==> config.mk <==
export PLATFORM = sky130hd
export DESIGN_NAME = crf_core_regs
export DESIGN_NICKNAME = d
export VERILOG_FILES = /design/src/crf_pkg.sv /design/src/crf_core_regs.sv /design/src/crf_alu_flags.sv
export SDC_FILE = /design/constraint.sdc
export NUM_CORES = 1
export LEC_CHECK = 0
export BUFFER_PORTS_ARGS = -buffer_cell sky130_fd_sc_hd__buf_2
export CAP_MARGIN = 20
export CORE_MARGIN = 5
export CORE_UTILIZATION = 40
export DETAILED_ROUTE_END_ITERATION = 6
export GPL_TIMING_DRIVEN = 0
export SYNTH_ARGS = -nofsm -noshare
export SYNTH_HDL_FRONTEND = slang
export SYNTH_SLANG_ARGS = --single-unit
export TNS_END_PERCENT = 20
==> constraint.sdc <==
create_clock -name i_clk -period 11.12 [get_ports i_clk]
set_input_delay 2.224 -clock i_clk [delete_from_list [all_inputs] [get_ports i_clk]]
set_output_delay 2.224 -clock i_clk [all_outputs]
set_load 0.03 [all_outputs]
==> src/crf_pkg.sv <==
// Package of constants and types for the core register file
package crf_pkg;

    // ------------------------------------------------------------------
    // Special register addresses
    // ------------------------------------------------------------------
    localparam logic [7:0] SFR_BASE_ADDR    = 8'h80;
    localparam logic [7:0] STACK_ADDR       = 8'h81;
    localparam logic [7:0] TBL_LO_ADDR      = 8'h82;
    localparam logic [7:0] TBL_HI_ADDR      = 8'h83;
    localparam logic [7:0] STATUS_ADDR      = 8'hd0;
    localparam logic [7:0] MAIN_OP_ADDR     = 8'he0;
    localparam logic [7:0] AUX_OP_ADDR      = 8'hf0;
    localparam logic [7:0] UNDEF_READ_VAL   = 8'h00;

    // ------------------------------------------------------------------
    // Reset values and bank layout
    // ------------------------------------------------------------------
    localparam logic [7:0]  STACK_RST       = 8'h07;
    localparam logic [15:0] FETCH_RST       = 16'h0000;
    localparam logic [15:0] TBL_RST         = 16'h0000;
    localparam logic [7:0]  OPND_RST        = 8'h00;
    localparam logic [7:0]  STATUS_RST      = 8'h00;
    localparam logic [7:0]  BANK_STRIDE     = 8'h08;
    localparam int          WREG_DEPTH      = 32;
    localparam logic [7:0]  PRODUCT_LIMIT   = 8'hff;

    // ------------------------------------------------------------------
    // Status word bit positions
    // ------------------------------------------------------------------
    localparam int ST_CARRY     = 7;
    localparam int ST_HALF      = 6;
    localparam int ST_USER      = 5;
    localparam int ST_BANK_HI   = 4;
    localparam int ST_BANK_LO   = 3;
    localparam int ST_SIGN_ERR  = 2;
    localparam int ST_PARITY    = 0;

    // ------------------------------------------------------------------
    // Arithmetic operation codes from the execution unit
    // ------------------------------------------------------------------
    typedef enum logic [3:0] {
        CRF_OP_NONE             = 4'h0,
        CRF_OP_ADD              = 4'h1,
        CRF_OP_ADD_CARRY        = 4'h2,
        CRF_OP_SUBTRACT_BORROW  = 4'h3,
        CRF_OP_PRODUCT          = 4'h4,
        CRF_OP_DIVIDE           = 4'h5,
        CRF_OP_ROT_LEFT_CARRY   = 4'h6,
        CRF_OP_ROT_RIGHT_CARRY  = 4'h7,
        CRF_OP_CLEAR_SIGN_ERROR = 4'h8
    } crf_op_type;

    typedef struct packed {
        logic       req;
        logic       wr;
        logic       bit_mode;
        logic [7:0] addr;
        logic [2:0] bit_sel;
        logic [7:0] wdata;
    } crf_sfr_req_type;

    typedef struct packed {
        logic       req;
        logic       wr;
        logic [2:0] idx;
        logic [7:0] wdata;
    } crf_wreg_req_type;

    typedef struct packed {
        logic push;
        logic pop;
    } crf_stack_req_type;

endpackage

==> src/crf_core_regs.sv <==
// Core register file: stack, pointers, operands, banks and status word
`timescale 1ns/1ps
`default_nettype none
module crf_core_regs (
    input  wire logic                       i_clk,
    input  wire logic                       i_resetn,
    input  wire crf_pkg::crf_sfr_req_type   i_sfr,
    input  wire crf_pkg::crf_wreg_req_type  i_wreg,
    input  wire crf_pkg::crf_stack_req_type i_stack,
    input  wire crf_pkg::crf_op_type        i_op,
    input  wire logic                       i_fetch_inc,
    input  wire logic                       i_fetch_load,
    input  wire logic [15:0]                i_fetch_addr,
    output logic [7:0]                      o_sfr_rdata,
    output logic                            o_sfr_bit,
    output logic                            o_sfr_hit,
    output logic [7:0]                      o_wreg_rdata,
    output logic [7:0]                      o_stack_addr,
    output logic [15:0]                     o_table_base_ptr,
    output logic [15:0]                     o_fetch_counter,
    output logic [7:0]                      o_main_operand_reg,
    output logic [7:0]                      o_aux_operand_reg,
    output logic [7:0]                      o_core_status_word
);
    // ------------------------------------------------------------------
    // State
    // ------------------------------------------------------------------
    logic [7:0]  stack_top_ptr_r;
    logic [7:0]  table_base_lo_r;
    logic [7:0]  table_base_hi_r;
    logic [15:0] fetch_counter_r;
    logic [7:0]  main_operand_reg_r;
    logic [7:0]  aux_operand_reg_r;
    logic [7:0]  status_r;
    logic [7:0]  wreg_mem [crf_pkg::WREG_DEPTH];
    logic [7:0]  wreg_rdata_r;
    logic [7:0]  sfr_rdata_r;
    logic        sfr_bit_r;
    logic        sfr_hit_r;

    // ------------------------------------------------------------------
    // Functions
    // ------------------------------------------------------------------
    function automatic logic [7:0] bit_merge(input logic [7:0] cur,
                                             input logic [2:0] pos,
                                             input logic       val);
        logic [7:0] tmp;
        tmp      = cur;
        tmp[pos] = val;
        return tmp;
    endfunction

    // Addresses ending in 0 or 8 in the special space are bit addressable
    function automatic logic bit_capable(input logic [7:0] a);
        return a[7] && (a[2:0] == 3'b000);
    endfunction

    // ------------------------------------------------------------------
    // Special register decode
    // ------------------------------------------------------------------
    // Only direct accesses with address bit 7 set reach these registers
    wire in_sfr   = i_sfr.req && i_sfr.addr[7];
    // Bit requests to byte-only addresses are dropped
    wire bit_ok   = !i_sfr.bit_mode || bit_capable(i_sfr.addr);
    wire acc_ok   = in_sfr && bit_ok;
    wire wr_en    = acc_ok && i_sfr.wr;
    wire sel_sp   = (i_sfr.addr == crf_pkg::STACK_ADDR);
    wire sel_lo   = (i_sfr.addr == crf_pkg::TBL_LO_ADDR);
    wire sel_hi   = (i_sfr.addr == crf_pkg::TBL_HI_ADDR);
    wire sel_st   = (i_sfr.addr == crf_pkg::STATUS_ADDR);
    wire sel_a    = (i_sfr.addr == crf_pkg::MAIN_OP_ADDR);
    wire sel_b    = (i_sfr.addr == crf_pkg::AUX_OP_ADDR);
    wire sel_any  = sel_sp | sel_lo | sel_hi | sel_st | sel_a | sel_b;

    // Parity is computed live so it never lags the operand register
    wire parity   = ^main_operand_reg_r;
    wire [7:0] status_view = {status_r[7:1], parity};

    // Unoccupied addresses read a fixed value; writes there are dropped
    wire [7:0] read_byte =
        sel_sp ? stack_top_ptr_r :
        sel_lo ? table_base_lo_r :
        sel_hi ? table_base_hi_r :
        sel_st ? status_view :
        sel_a  ? main_operand_reg_r :
        sel_b  ? aux_operand_reg_r :
                 crf_pkg::UNDEF_READ_VAL;

    // Byte or single bit write value for the selected register
    wire [7:0] wval_sp = i_sfr.bit_mode ?
        bit_merge(stack_top_ptr_r, i_sfr.bit_sel, i_sfr.wdata[0]) : i_sfr.wdata;
    wire [7:0] wval_lo = i_sfr.bit_mode ?
        bit_merge(table_base_lo_r, i_sfr.bit_sel, i_sfr.wdata[0]) : i_sfr.wdata;
    wire [7:0] wval_hi = i_sfr.bit_mode ?
        bit_merge(table_base_hi_r, i_sfr.bit_sel, i_sfr.wdata[0]) : i_sfr.wdata;
    wire [7:0] wval_st = i_sfr.bit_mode ?
        bit_merge(status_view, i_sfr.bit_sel, i_sfr.wdata[0]) : i_sfr.wdata;
    wire [7:0] wval_a  = i_sfr.bit_mode ?
        bit_merge(main_operand_reg_r, i_sfr.bit_sel, i_sfr.wdata[0])
        : i_sfr.wdata;
    wire [7:0] wval_b  = i_sfr.bit_mode ?
        bit_merge(aux_operand_reg_r, i_sfr.bit_sel, i_sfr.wdata[0])
        : i_sfr.wdata;

    // ------------------------------------------------------------------
    // Arithmetic
    // ------------------------------------------------------------------
    logic [7:0] alu_a;
    logic [7:0] alu_b;
    logic       alu_cy;
    logic       alu_half;
    logic       alu_serr;
    logic       alu_arith;
    logic       alu_cy_upd;

    crf_alu_flags u_alu (
        .i_op       (i_op),
        .i_a        (main_operand_reg_r),
        .i_b        (aux_operand_reg_r),
        .i_cy       (status_r[crf_pkg::ST_CARRY]),
        .o_res_a    (alu_a),
        .o_res_b    (alu_b),
        .o_cy       (alu_cy),
        .o_half     (alu_half),
        .o_sign_err (alu_serr),
        .o_arith    (alu_arith),
        .o_cy_upd   (alu_cy_upd)
    );

    wire is_mul_div = (i_op == crf_pkg::CRF_OP_PRODUCT)
                   || (i_op == crf_pkg::CRF_OP_DIVIDE);
    wire b_result   = is_mul_div;
    wire clr_serr   = (i_op == crf_pkg::CRF_OP_CLEAR_SIGN_ERROR);

    // ------------------------------------------------------------------
    // Next values: arithmetic overrides a same-cycle software write
    // ------------------------------------------------------------------
    wire [7:0] a_nxt = alu_cy_upd ? alu_a
                     : (wr_en && sel_a) ? wval_a : main_operand_reg_r;
    wire [7:0] b_nxt = b_result ? alu_b
                     : (wr_en && sel_b) ? wval_b : aux_operand_reg_r;

    logic [7:0] st_nxt;
    always_comb begin
        st_nxt = status_r;
        // Software may write every flag except parity, including the user flag
        if (wr_en && sel_st) begin
            st_nxt = wval_st;
        end
        if (alu_cy_upd) begin
            st_nxt[crf_pkg::ST_CARRY] = alu_cy;
        end
        if (alu_arith && !is_mul_div) begin
            st_nxt[crf_pkg::ST_HALF] = alu_half;
        end
        if (alu_arith) begin
            st_nxt[crf_pkg::ST_SIGN_ERR] = alu_serr;
        end
        if (clr_serr) begin
            st_nxt[crf_pkg::ST_SIGN_ERR] = 1'b0;
        end
        st_nxt[crf_pkg::ST_PARITY] = 1'b0;
    end

    // Push pre-increments, pop post-decrements
    wire [7:0] sp_push = stack_top_ptr_r + 8'h01;
    wire [7:0] sp_nxt  = i_stack.push ? sp_push
                       : i_stack.pop ? stack_top_ptr_r - 8'h01
                       : (wr_en && sel_sp) ? wval_sp : stack_top_ptr_r;

    // ------------------------------------------------------------------
    // Working register bank addressing
    // ------------------------------------------------------------------
    wire [1:0] bank = {status_r[crf_pkg::ST_BANK_HI],
                       status_r[crf_pkg::ST_BANK_LO]};
    wire [4:0] wreg_addr = {bank, i_wreg.idx};

    // ------------------------------------------------------------------
    // Registers
    // ------------------------------------------------------------------
    always_ff @(posedge i_clk) begin
        if (!i_resetn) begin
            stack_top_ptr_r    <= crf_pkg::STACK_RST;
            table_base_lo_r    <= crf_pkg::TBL_RST[7:0];
            table_base_hi_r    <= crf_pkg::TBL_RST[15:8];
            fetch_counter_r    <= crf_pkg::FETCH_RST;
            main_operand_reg_r <= crf_pkg::OPND_RST;
            aux_operand_reg_r  <= crf_pkg::OPND_RST;
            status_r           <= crf_pkg::STATUS_RST;
        end else begin
            stack_top_ptr_r    <= sp_nxt;
            if (wr_en && sel_lo) begin
                table_base_lo_r <= wval_lo;
            end
            if (wr_en && sel_hi) begin
                table_base_hi_r <= wval_hi;
            end
            if (i_fetch_load) begin
                fetch_counter_r <= i_fetch_addr;
            end else if (i_fetch_inc) begin
                fetch_counter_r <= fetch_counter_r + 16'h0001;
            end
            main_operand_reg_r <= a_nxt;
            aux_operand_reg_r  <= b_nxt;
            status_r           <= st_nxt;
        end
    end

    // Bank storage has no reset, like plain internal memory
    always_ff @(posedge i_clk) begin
        if (i_wreg.req && i_wreg.wr) begin
            wreg_mem[wreg_addr] <= i_wreg.wdata;
        end
        wreg_rdata_r <= wreg_mem[wreg_addr];
    end

    always_ff @(posedge i_clk) begin
        if (!i_resetn) begin
            sfr_rdata_r <= 8'h00;
            sfr_bit_r   <= 1'b0;
            sfr_hit_r   <= 1'b0;
        end else begin
            sfr_rdata_r <= acc_ok ? read_byte : 8'h00;
            sfr_bit_r   <= acc_ok && read_byte[i_sfr.bit_sel];
            sfr_hit_r   <= acc_ok && sel_any;
        end
    end

    // ------------------------------------------------------------------
    // Outputs
    // ------------------------------------------------------------------
    assign o_sfr_rdata        = sfr_rdata_r;
    assign o_sfr_bit          = sfr_bit_r;
    assign o_sfr_hit          = sfr_hit_r;
    assign o_wreg_rdata       = wreg_rdata_r;
    assign o_stack_addr       = sp_push;
    assign o_table_base_ptr   = {table_base_hi_r, table_base_lo_r};
    assign o_fetch_counter    = fetch_counter_r;
    assign o_main_operand_reg = main_operand_reg_r;
    assign o_aux_operand_reg  = aux_operand_reg_r;
    assign o_core_status_word = status_view;
endmodule
`default_nettype wire

==> src/crf_alu_flags.sv <==
// Arithmetic unit computing results and status flags
`timescale 1ns/1ps
`default_nettype none
module crf_alu_flags (
    input  wire crf_pkg::crf_op_type i_op,
    input  wire logic [7:0]          i_a,
    input  wire logic [7:0]          i_b,
    input  wire logic                i_cy,
    output logic [7:0]               o_res_a,
    output logic [7:0]               o_res_b,
    output logic                     o_cy,
    output logic                     o_half,
    output logic                     o_sign_err,
    output logic                     o_arith,
    output logic                     o_cy_upd
);
    // ------------------------------------------------------------------
    // Add and subtract with nibble tap
    // ------------------------------------------------------------------
    wire       use_cin  = (i_op != crf_pkg::CRF_OP_ADD);
    wire       is_sub   = (i_op == crf_pkg::CRF_OP_SUBTRACT_BORROW);
    wire       cin      = use_cin & i_cy;
    wire [7:0] opnd     = is_sub ? ~i_b : i_b;
    wire       cin_eff  = is_sub ? ~cin : cin;
    wire [4:0] lo_sum   = {1'b0, i_a[3:0]} + {1'b0, opnd[3:0]}
                          + {4'h0, cin_eff};
    wire [8:0] full_sum = {1'b0, i_a} + {1'b0, opnd} + {8'h00, cin_eff};
    wire [15:0] prod    = i_a * i_b;
    wire        div_z   = (i_b == 8'h00);
    wire [7:0]  quot    = div_z ? 8'hff : i_a / i_b;
    wire [7:0]  remn    = div_z ? 8'h00 : i_a % i_b;
    // Sign change: operands agree in sign but the result does not
    wire        add_ov  = (i_a[7] == opnd[7]) && (full_sum[7] != i_a[7]);

    always_comb begin
        o_res_a    = i_a;
        o_res_b    = i_b;
        o_cy       = i_cy;
        o_half     = 1'b0;
        o_sign_err = 1'b0;
        o_arith    = 1'b0;
        o_cy_upd   = 1'b0;
        unique case (i_op)
            crf_pkg::CRF_OP_ADD, crf_pkg::CRF_OP_ADD_CARRY,
            crf_pkg::CRF_OP_SUBTRACT_BORROW: begin
                o_res_a    = full_sum[7:0];
                // Subtract produces borrow as inverted carry
                o_cy       = is_sub ? ~full_sum[8] : full_sum[8];
                o_half     = is_sub ? ~lo_sum[4] : lo_sum[4];
                o_sign_err = add_ov;
                o_arith    = 1'b1;
                o_cy_upd   = 1'b1;
            end
            crf_pkg::CRF_OP_PRODUCT: begin
                o_res_a    = prod[7:0];
                o_res_b    = prod[15:8];
                o_cy       = 1'b0;
                o_sign_err = (prod > {8'h00, crf_pkg::PRODUCT_LIMIT});
                o_arith    = 1'b1;
                o_cy_upd   = 1'b1;
            end
            crf_pkg::CRF_OP_DIVIDE: begin
                o_res_a    = quot;
                o_res_b    = remn;
                o_cy       = 1'b0;
                o_sign_err = div_z;
                o_arith    = 1'b1;
                o_cy_upd   = 1'b1;
            end
            crf_pkg::CRF_OP_ROT_LEFT_CARRY: begin
                o_res_a  = {i_a[6:0], i_cy};
                o_cy     = i_a[7];
                o_cy_upd = 1'b1;
            end
            crf_pkg::CRF_OP_ROT_RIGHT_CARRY: begin
                o_res_a  = {i_cy, i_a[7:1]};
                o_cy     = i_a[0];
                o_cy_upd = 1'b1;
            end
            default: begin
            end
        endcase
    end
endmodule
`default_nettype wire

Word level (Yosys, flattened, before mapping)
Memories as Yosys holds them, arrays and structs flattened. A register that Yosys moved wholly into a read port is not among the register bits. Index checks and enable logic that the tools add are counted.

Bitwise gates (word level): 11. Mux-type cells: 50. Order comparisons: 3. Reduce and logical (&&, ||, !) cells: 39. Div/mod/pow operators: 2. Add/sub/neg operators: 7. Equal/unequal tests: 20. $mul: 1.

Operators with widths (count): $mux W8 (23); $bwmux W8 (6); $eq A8 B8 Y1 const B (6); $pmux W8 S5 (1); $mux W16 (2); $add A16 B1 Y16 const B (1); $eq A4 B3 Y1 const B (4); $gt A16 B8 Y1 const B (1); $logic_and A1 B1 Y1 (16); $mul A8 B8 Y16 (1); $pmux W8 S2 (1); $mux W1 (13); $reduce_bool A2 Y1 (6); $add A8 B8 Y9 (1); $add A9 B1 Y9 (1); $add A8 B1 Y8 const B (1); $div A8 B8 Y8 (1); $eq A4 B2 Y1 const B (2); $logic_not A8 Y1 (1); $mod A8 B8 Y8 (1); $not A8 Y8 (1); $reduce_and A2 Y1 (4); $reduce_xor A8 Y1 (1); $sub A8 B1 Y8 const B (1); other kinds (27) (37).

Memories: 1. Bits in registers: 74. Input port bits: 61. Memory bits (writable): 256. Logic and storage cells: 148. Output and inout port bits: 82.

Memories: wreg_mem (depth 32, bits a word 8, rd ports 1, clocked after Yosys merged registers in 1, wr ports 1, line crf_core_regs.sv:35) `logic [7:0] wreg_mem [crf_pkg::WREG_DEPTH];`.

Logic depth before layout (Yosys ltp)
Word-level depth: 10. Gate-level depth with buffers: 55. Gate-level depth less buffers: 51.

Modules after synthesis
From an unflattened synthesis, not the netlist that was laid out.

Cell total of the unflattened synthesis: 1689. Area total of the unflattened synthesis: 19377.3 µm².

Modules (own cells, without submodules): crf_core_regs (area each 14411.3 µm², cells an instance 1019, instances 1, seq. area each 9308.9 µm²); crf_alu_flags (area each 4966.0 µm², cells an instance 670, instances 1, seq. area each 0.0 µm²).

Worst setup path after synthesis
No wires, ideal clock.

Path kind: flip-flop to flip-flop. Start point: register aux_operand_reg_r[0], in the netlist o_aux_operand_reg[0]. End point: register aux_operand_reg_r[2], in the netlist o_aux_operand_reg[2]. Setup time: 0.122 ns. Arrival time: 11.421 ns. Setup slack: -0.423 ns. Buffers on the path: 4. Clock period less this slack: 11.543 ns. Cell stages (with the launch flop): 51. Data required time: 10.998 ns. Cells stage by stage: dfxtp_1 -> clkbuf_1 -> inv_1 -> ha_1 -> nor2_1 -> or4b_1 -> xnor2_1 -> ha_1 -> o21a_1 -> o41a_1 -> nor2_1 -> nor2_1 -> ha_1 -> o211a_1 -> o311a_1 -> a311oi_1 -> o21ai_1 -> nand2_1 -> [15 not listed] -> a41o_1 -> mux2i_1 -> ha_1 -> nor3_1 -> a211oi_1 -> a21oi_1 -> o22ai_1 -> clkbuf_1 -> nor2_1 -> a221o_1 -> ha_1 -> o21a_1 -> o31ai_1 -> a21oi_1 -> o21ai_1 -> clkbuf_1 -> a31oi_1 -> o311a_1.

Cells in the longest elaborated chain, start to end: 4. Elaborated cells between the ends (all ways): 6. Those cells by class: mul (1); div (1); mux (3); reduce/logical (1).

Ends and longest elaborated chain: start: declaration (line crf_core_regs.sv:33) `logic [7:0] aux_operand_reg_r;`; start signal: assignment (line crf_core_regs.sv:188) `aux_operand_reg_r <= crf_pkg::OPND_RST;`; start signal: assignment (line crf_core_regs.sv:204) `aux_operand_reg_r <= b_nxt;`; $mod A8 B8 Y8 or $logic_not A8 Y1 (tied branches) (line crf_alu_flags.sv:31, crf_alu_flags.sv:29); $mux W8 (line crf_alu_flags.sv:31) `wire [7:0] remn = div_z ? 8'h00 : i_a % i_b;`; $pmux W8 S2 * (line crf_alu_flags.sv:43) `unique case (i_op)`; $mux W8 * (line crf_core_regs.sv:140) `wire [7:0] b_nxt = b_result ? alu_b`.

Mark *: on every way between the ends. The rest lies on a longest branch, timed or not. A chain may end at the register's enable or synchronous reset.

Worst setup path in the final report
Start point: register aux_operand_reg_r[4], in the netlist o_aux_operand_reg[4]. End point: register aux_operand_reg_r[0], in the netlist o_aux_operand_reg[0].

Same word-level chain as after synthesis.

==> key figures <==
STA
  • Tmin final: 11.36 ns
  • Worst Tran Pin Value: 1.12 ns
  • Max-slew headroom: 25.1%
  • Setup TNS: -1.30 ns
  • Final period util: 102%
  • Peak Freq: 88.1 MHz
  • RSZ-0062 raised after global routing: yes
  • Worst Slack Setup Final: -0.236 ns
  • Fin. max-slew vios: 0
  • Skew final: 0.0297 ns
  • Final setup viols: 9
  • Fin. Hold Viols: 0

Critical path
  • Setup crit end kind: flop
  • WP data required: 11.61 ns
  • WP buf/inv: 5
  • Worst path most repeated cell: ha_4
  • Crit-path slowest cell: or4b_4
  • Family with the most delay on the worst path: compound AO/OA/AOI/OAI gates
  • Startpoint types: flop
  • Kind of critical path: flop to flop
  • WP data arrival: 11.85 ns
  • Crit-path max FO: 9
  • Crit path largest cell delay: 0.57 ns

Yosys
  • Post-synth net total: 1880
  • Syn Inst Count: 1689
  • Synth area leader: edfxtp_1
  • Synthesized flop and latch total: 337
  • Netlist cell types: 86
  • Ranking of synthesized cells by area: edfxtp_1 (40%), dfxtp_1 (8.4%), mux4_2 (7.6%)
  • Async SR Flop Fraction: 0%
  • Sequential element share of the synthesized area: 48.4%
  • Combinational family with the most area after synthesis: simple AND/OR/NAND/NOR gates
  • Synth Area in Simple Gates: 12.8%
  • Post-synth top area share: 40.0%
  • Post-synth EDFFs: 256
  • Xor/xnor cell area share of the yosys netlist: 3.01%
  • Top_reg_cell synth: edfxtp_1
  • Adder-cell share of the synthesized area: 9.98%
  • Synth warnings: 0
  • Synthesized area per cell: 11.4 sq um
  • Compound-Gate Fraction of Synth Area: 12.1%
  • Synthesized cell area: 19200 sq um
  • Mux share of post-synthesis cell area: 10.2%

Clocking
  • H-tree Lvls: 2
  • Num CTS Buffers: 37
  • CTS tree: yes
  • CTS sink cnt: 337
  • Worst-Skew Late Latency: 0.56 ns
  • Deepest clock path buffer count: 3
  • Cts hold-fix bufs: 0
  • Worst-path clk slew: 0.06 ns
  • CTS Root Cell: clkbuf_16

Floorplan
  • Die height: 229 microns
  • I/O Pins: 143
  • Initial Util: 40.4%
  • # rows: 80
  • Die area: 52600 sq um
  • CORE AREA: 47600 sq um
  • Die X: 229 microns

Finish
  • Antenna Cells: 0
  • Final Util: 49.2%
  • # nets final: 2159
  • Most frequent cells in the layout: edfxtp_1 (256), nor2_1 (200), buf_2 (142)
  • Max FFs per register: 256
  • Layout cells sized above 1: 24.7%
  • Most common cell after layout, fill and taps aside: edfxtp_1
  • Largest reg by FF count: wreg_mem
  • Area grow syn2layout: 22.0%

Place
  • IO Port Bufs: 136
  • Detailed placement HPWL: 42500 microns
  • Placer Congestion: 0.929
  • Place WS: -2.30 ns

Global route
  • Initial antenna violation count: 1
  • GRT Total Usage: 22.3%
  • First-pass GRT wire length: 91300 microns
  • Total global routing overflow: 0
  • Largest net degree at the start of global routing: 33
  • Vias in the first global route: 15057

Routing
  • Via density per instance: 5.88
  • Iter 0 DRT Violations: 1704
  • Total Wirelength: 61900 microns
  • First-pass DRT Iterations: 5
  • WL per Instance: 23.7 microns
  • Vias: 15359
  • ANT nets after route: 0
  • DRC errors left: 0

Flow run
  • Max_cap viols: 0

Outcome
  • Failing checks: negative setup slack
  • Outcome: complete, but fails checks

Hold path
  • Worst Hold Class: flop to flop
==> final timing paths <==
| check | end | depth (start not counted) | startpoint | slack [ns] |
|---|---|---|---|---|
| setup / recovery | o_aux_operand_reg[0]$_SDFFE_PN0P_ | 50 | o_aux_operand_reg[4]$_SDFFE_PN0P_ | -0.24 |
| hold / removal | table_base_hi_r[0]$_SDFFE_PN0P_ | 2 | table_base_hi_r[0]$_SDFFE_PN0P_ | 0.50 |
| setup reg to reg | o_aux_operand_reg[0]$_SDFFE_PN0P_ | 50 | o_aux_operand_reg[4]$_SDFFE_PN0P_ | -0.24 |
| hold reg to reg | table_base_hi_r[0]$_SDFFE_PN0P_ | 2 | table_base_hi_r[0]$_SDFFE_PN0P_ | 0.50 |
==> per-stage QoR <==
step	area, sq um	hold WS, ns	cells
floorplan	19200	0.501	1689
CTS	22800	0.491	2577
global route	23500	0.525	2610
global placement	20700	0.472	2440
finish	23500	0.498	2610
detailed placement	20700	0.483	2444
==> tightest hold or removal path, stage by stage, from the launching register on <==
cell      delay (ns)
dfxtp_1         0.32
nand2b_1        0.07
a21oi_1         0.06
==> synth_stat cells, types with 5 or more instances <==
library cell / n
a211oi_1: 33
a21o_1: 11
a21oi_1: 66
a22oi_1: 35
a311oi_1: 5
a31oi_1: 19
a41oi_1: 6
and2_1: 16
and3_1: 12
buf_1: 6
buf_2: 6
clkbuf_1: 72
dfxtp_1: 81
edfxtp_1: 256
fa_1: 39
ha_1: 91
inv_1: 78
mux2_2: 10
mux2i_1: 33
mux4_2: 65
nand2_1: 132
nand2b_1: 11
nand3_1: 36
nand4_1: 21
nor2_1: 206
nor2b_1: 28
nor3_1: 29
nor3b_1: 6
nor4_1: 5
o2111ai_1: 8
o211ai_1: 8
o21a_1: 17
o21ai_0: 42
o21ai_1: 21
o221ai_1: 8
o31ai_1: 7
or3_1: 10
xnor2_1: 39
xor2_1: 27
==> kinds of logic after synthesis <==
group / count (synthesis)
AOI/OAI and AO/OA: 339
adders and majority gates: 130
buffers and inverters: 171
and+or+nand+nor: 533
xor gates and xnor gates: 66
muxes: 113
DFF: 337
==> routing by layer <==
metal  track usage, %  wire [microns]  vias to the layer above
met3             4.29            4860                      155
li1                 -               -                     6866
met4             7.50            2120                        2
met2             35.3           28500                      691
met5                0              13                        -
met1             31.2           26400                     7645
==> timing repair <==
action,CTS,global route
endpoints found under the hold margin,0,0
setup endpoints to repair,10,9
pin swaps,17,51
gates resized for setup,81,69
buffers inserted,69,33
==> layout make-up <==
type / instances / area [sq um]
fillers: 4293 / 24200
well taps: 615 / 769
multi-input cells: 1181 / 9920
clock inverters: 16 / 168
plain buffers: 85 / 385
repair buffers: 242 / 1540
flip-flops and latches: 337 / 9330
clock buffers: 50 / 1020
inverters: 84 / 328
Power is not shown: default switching activity piles up to over one toggle a cycle in this logic, so the estimate is an artifact.
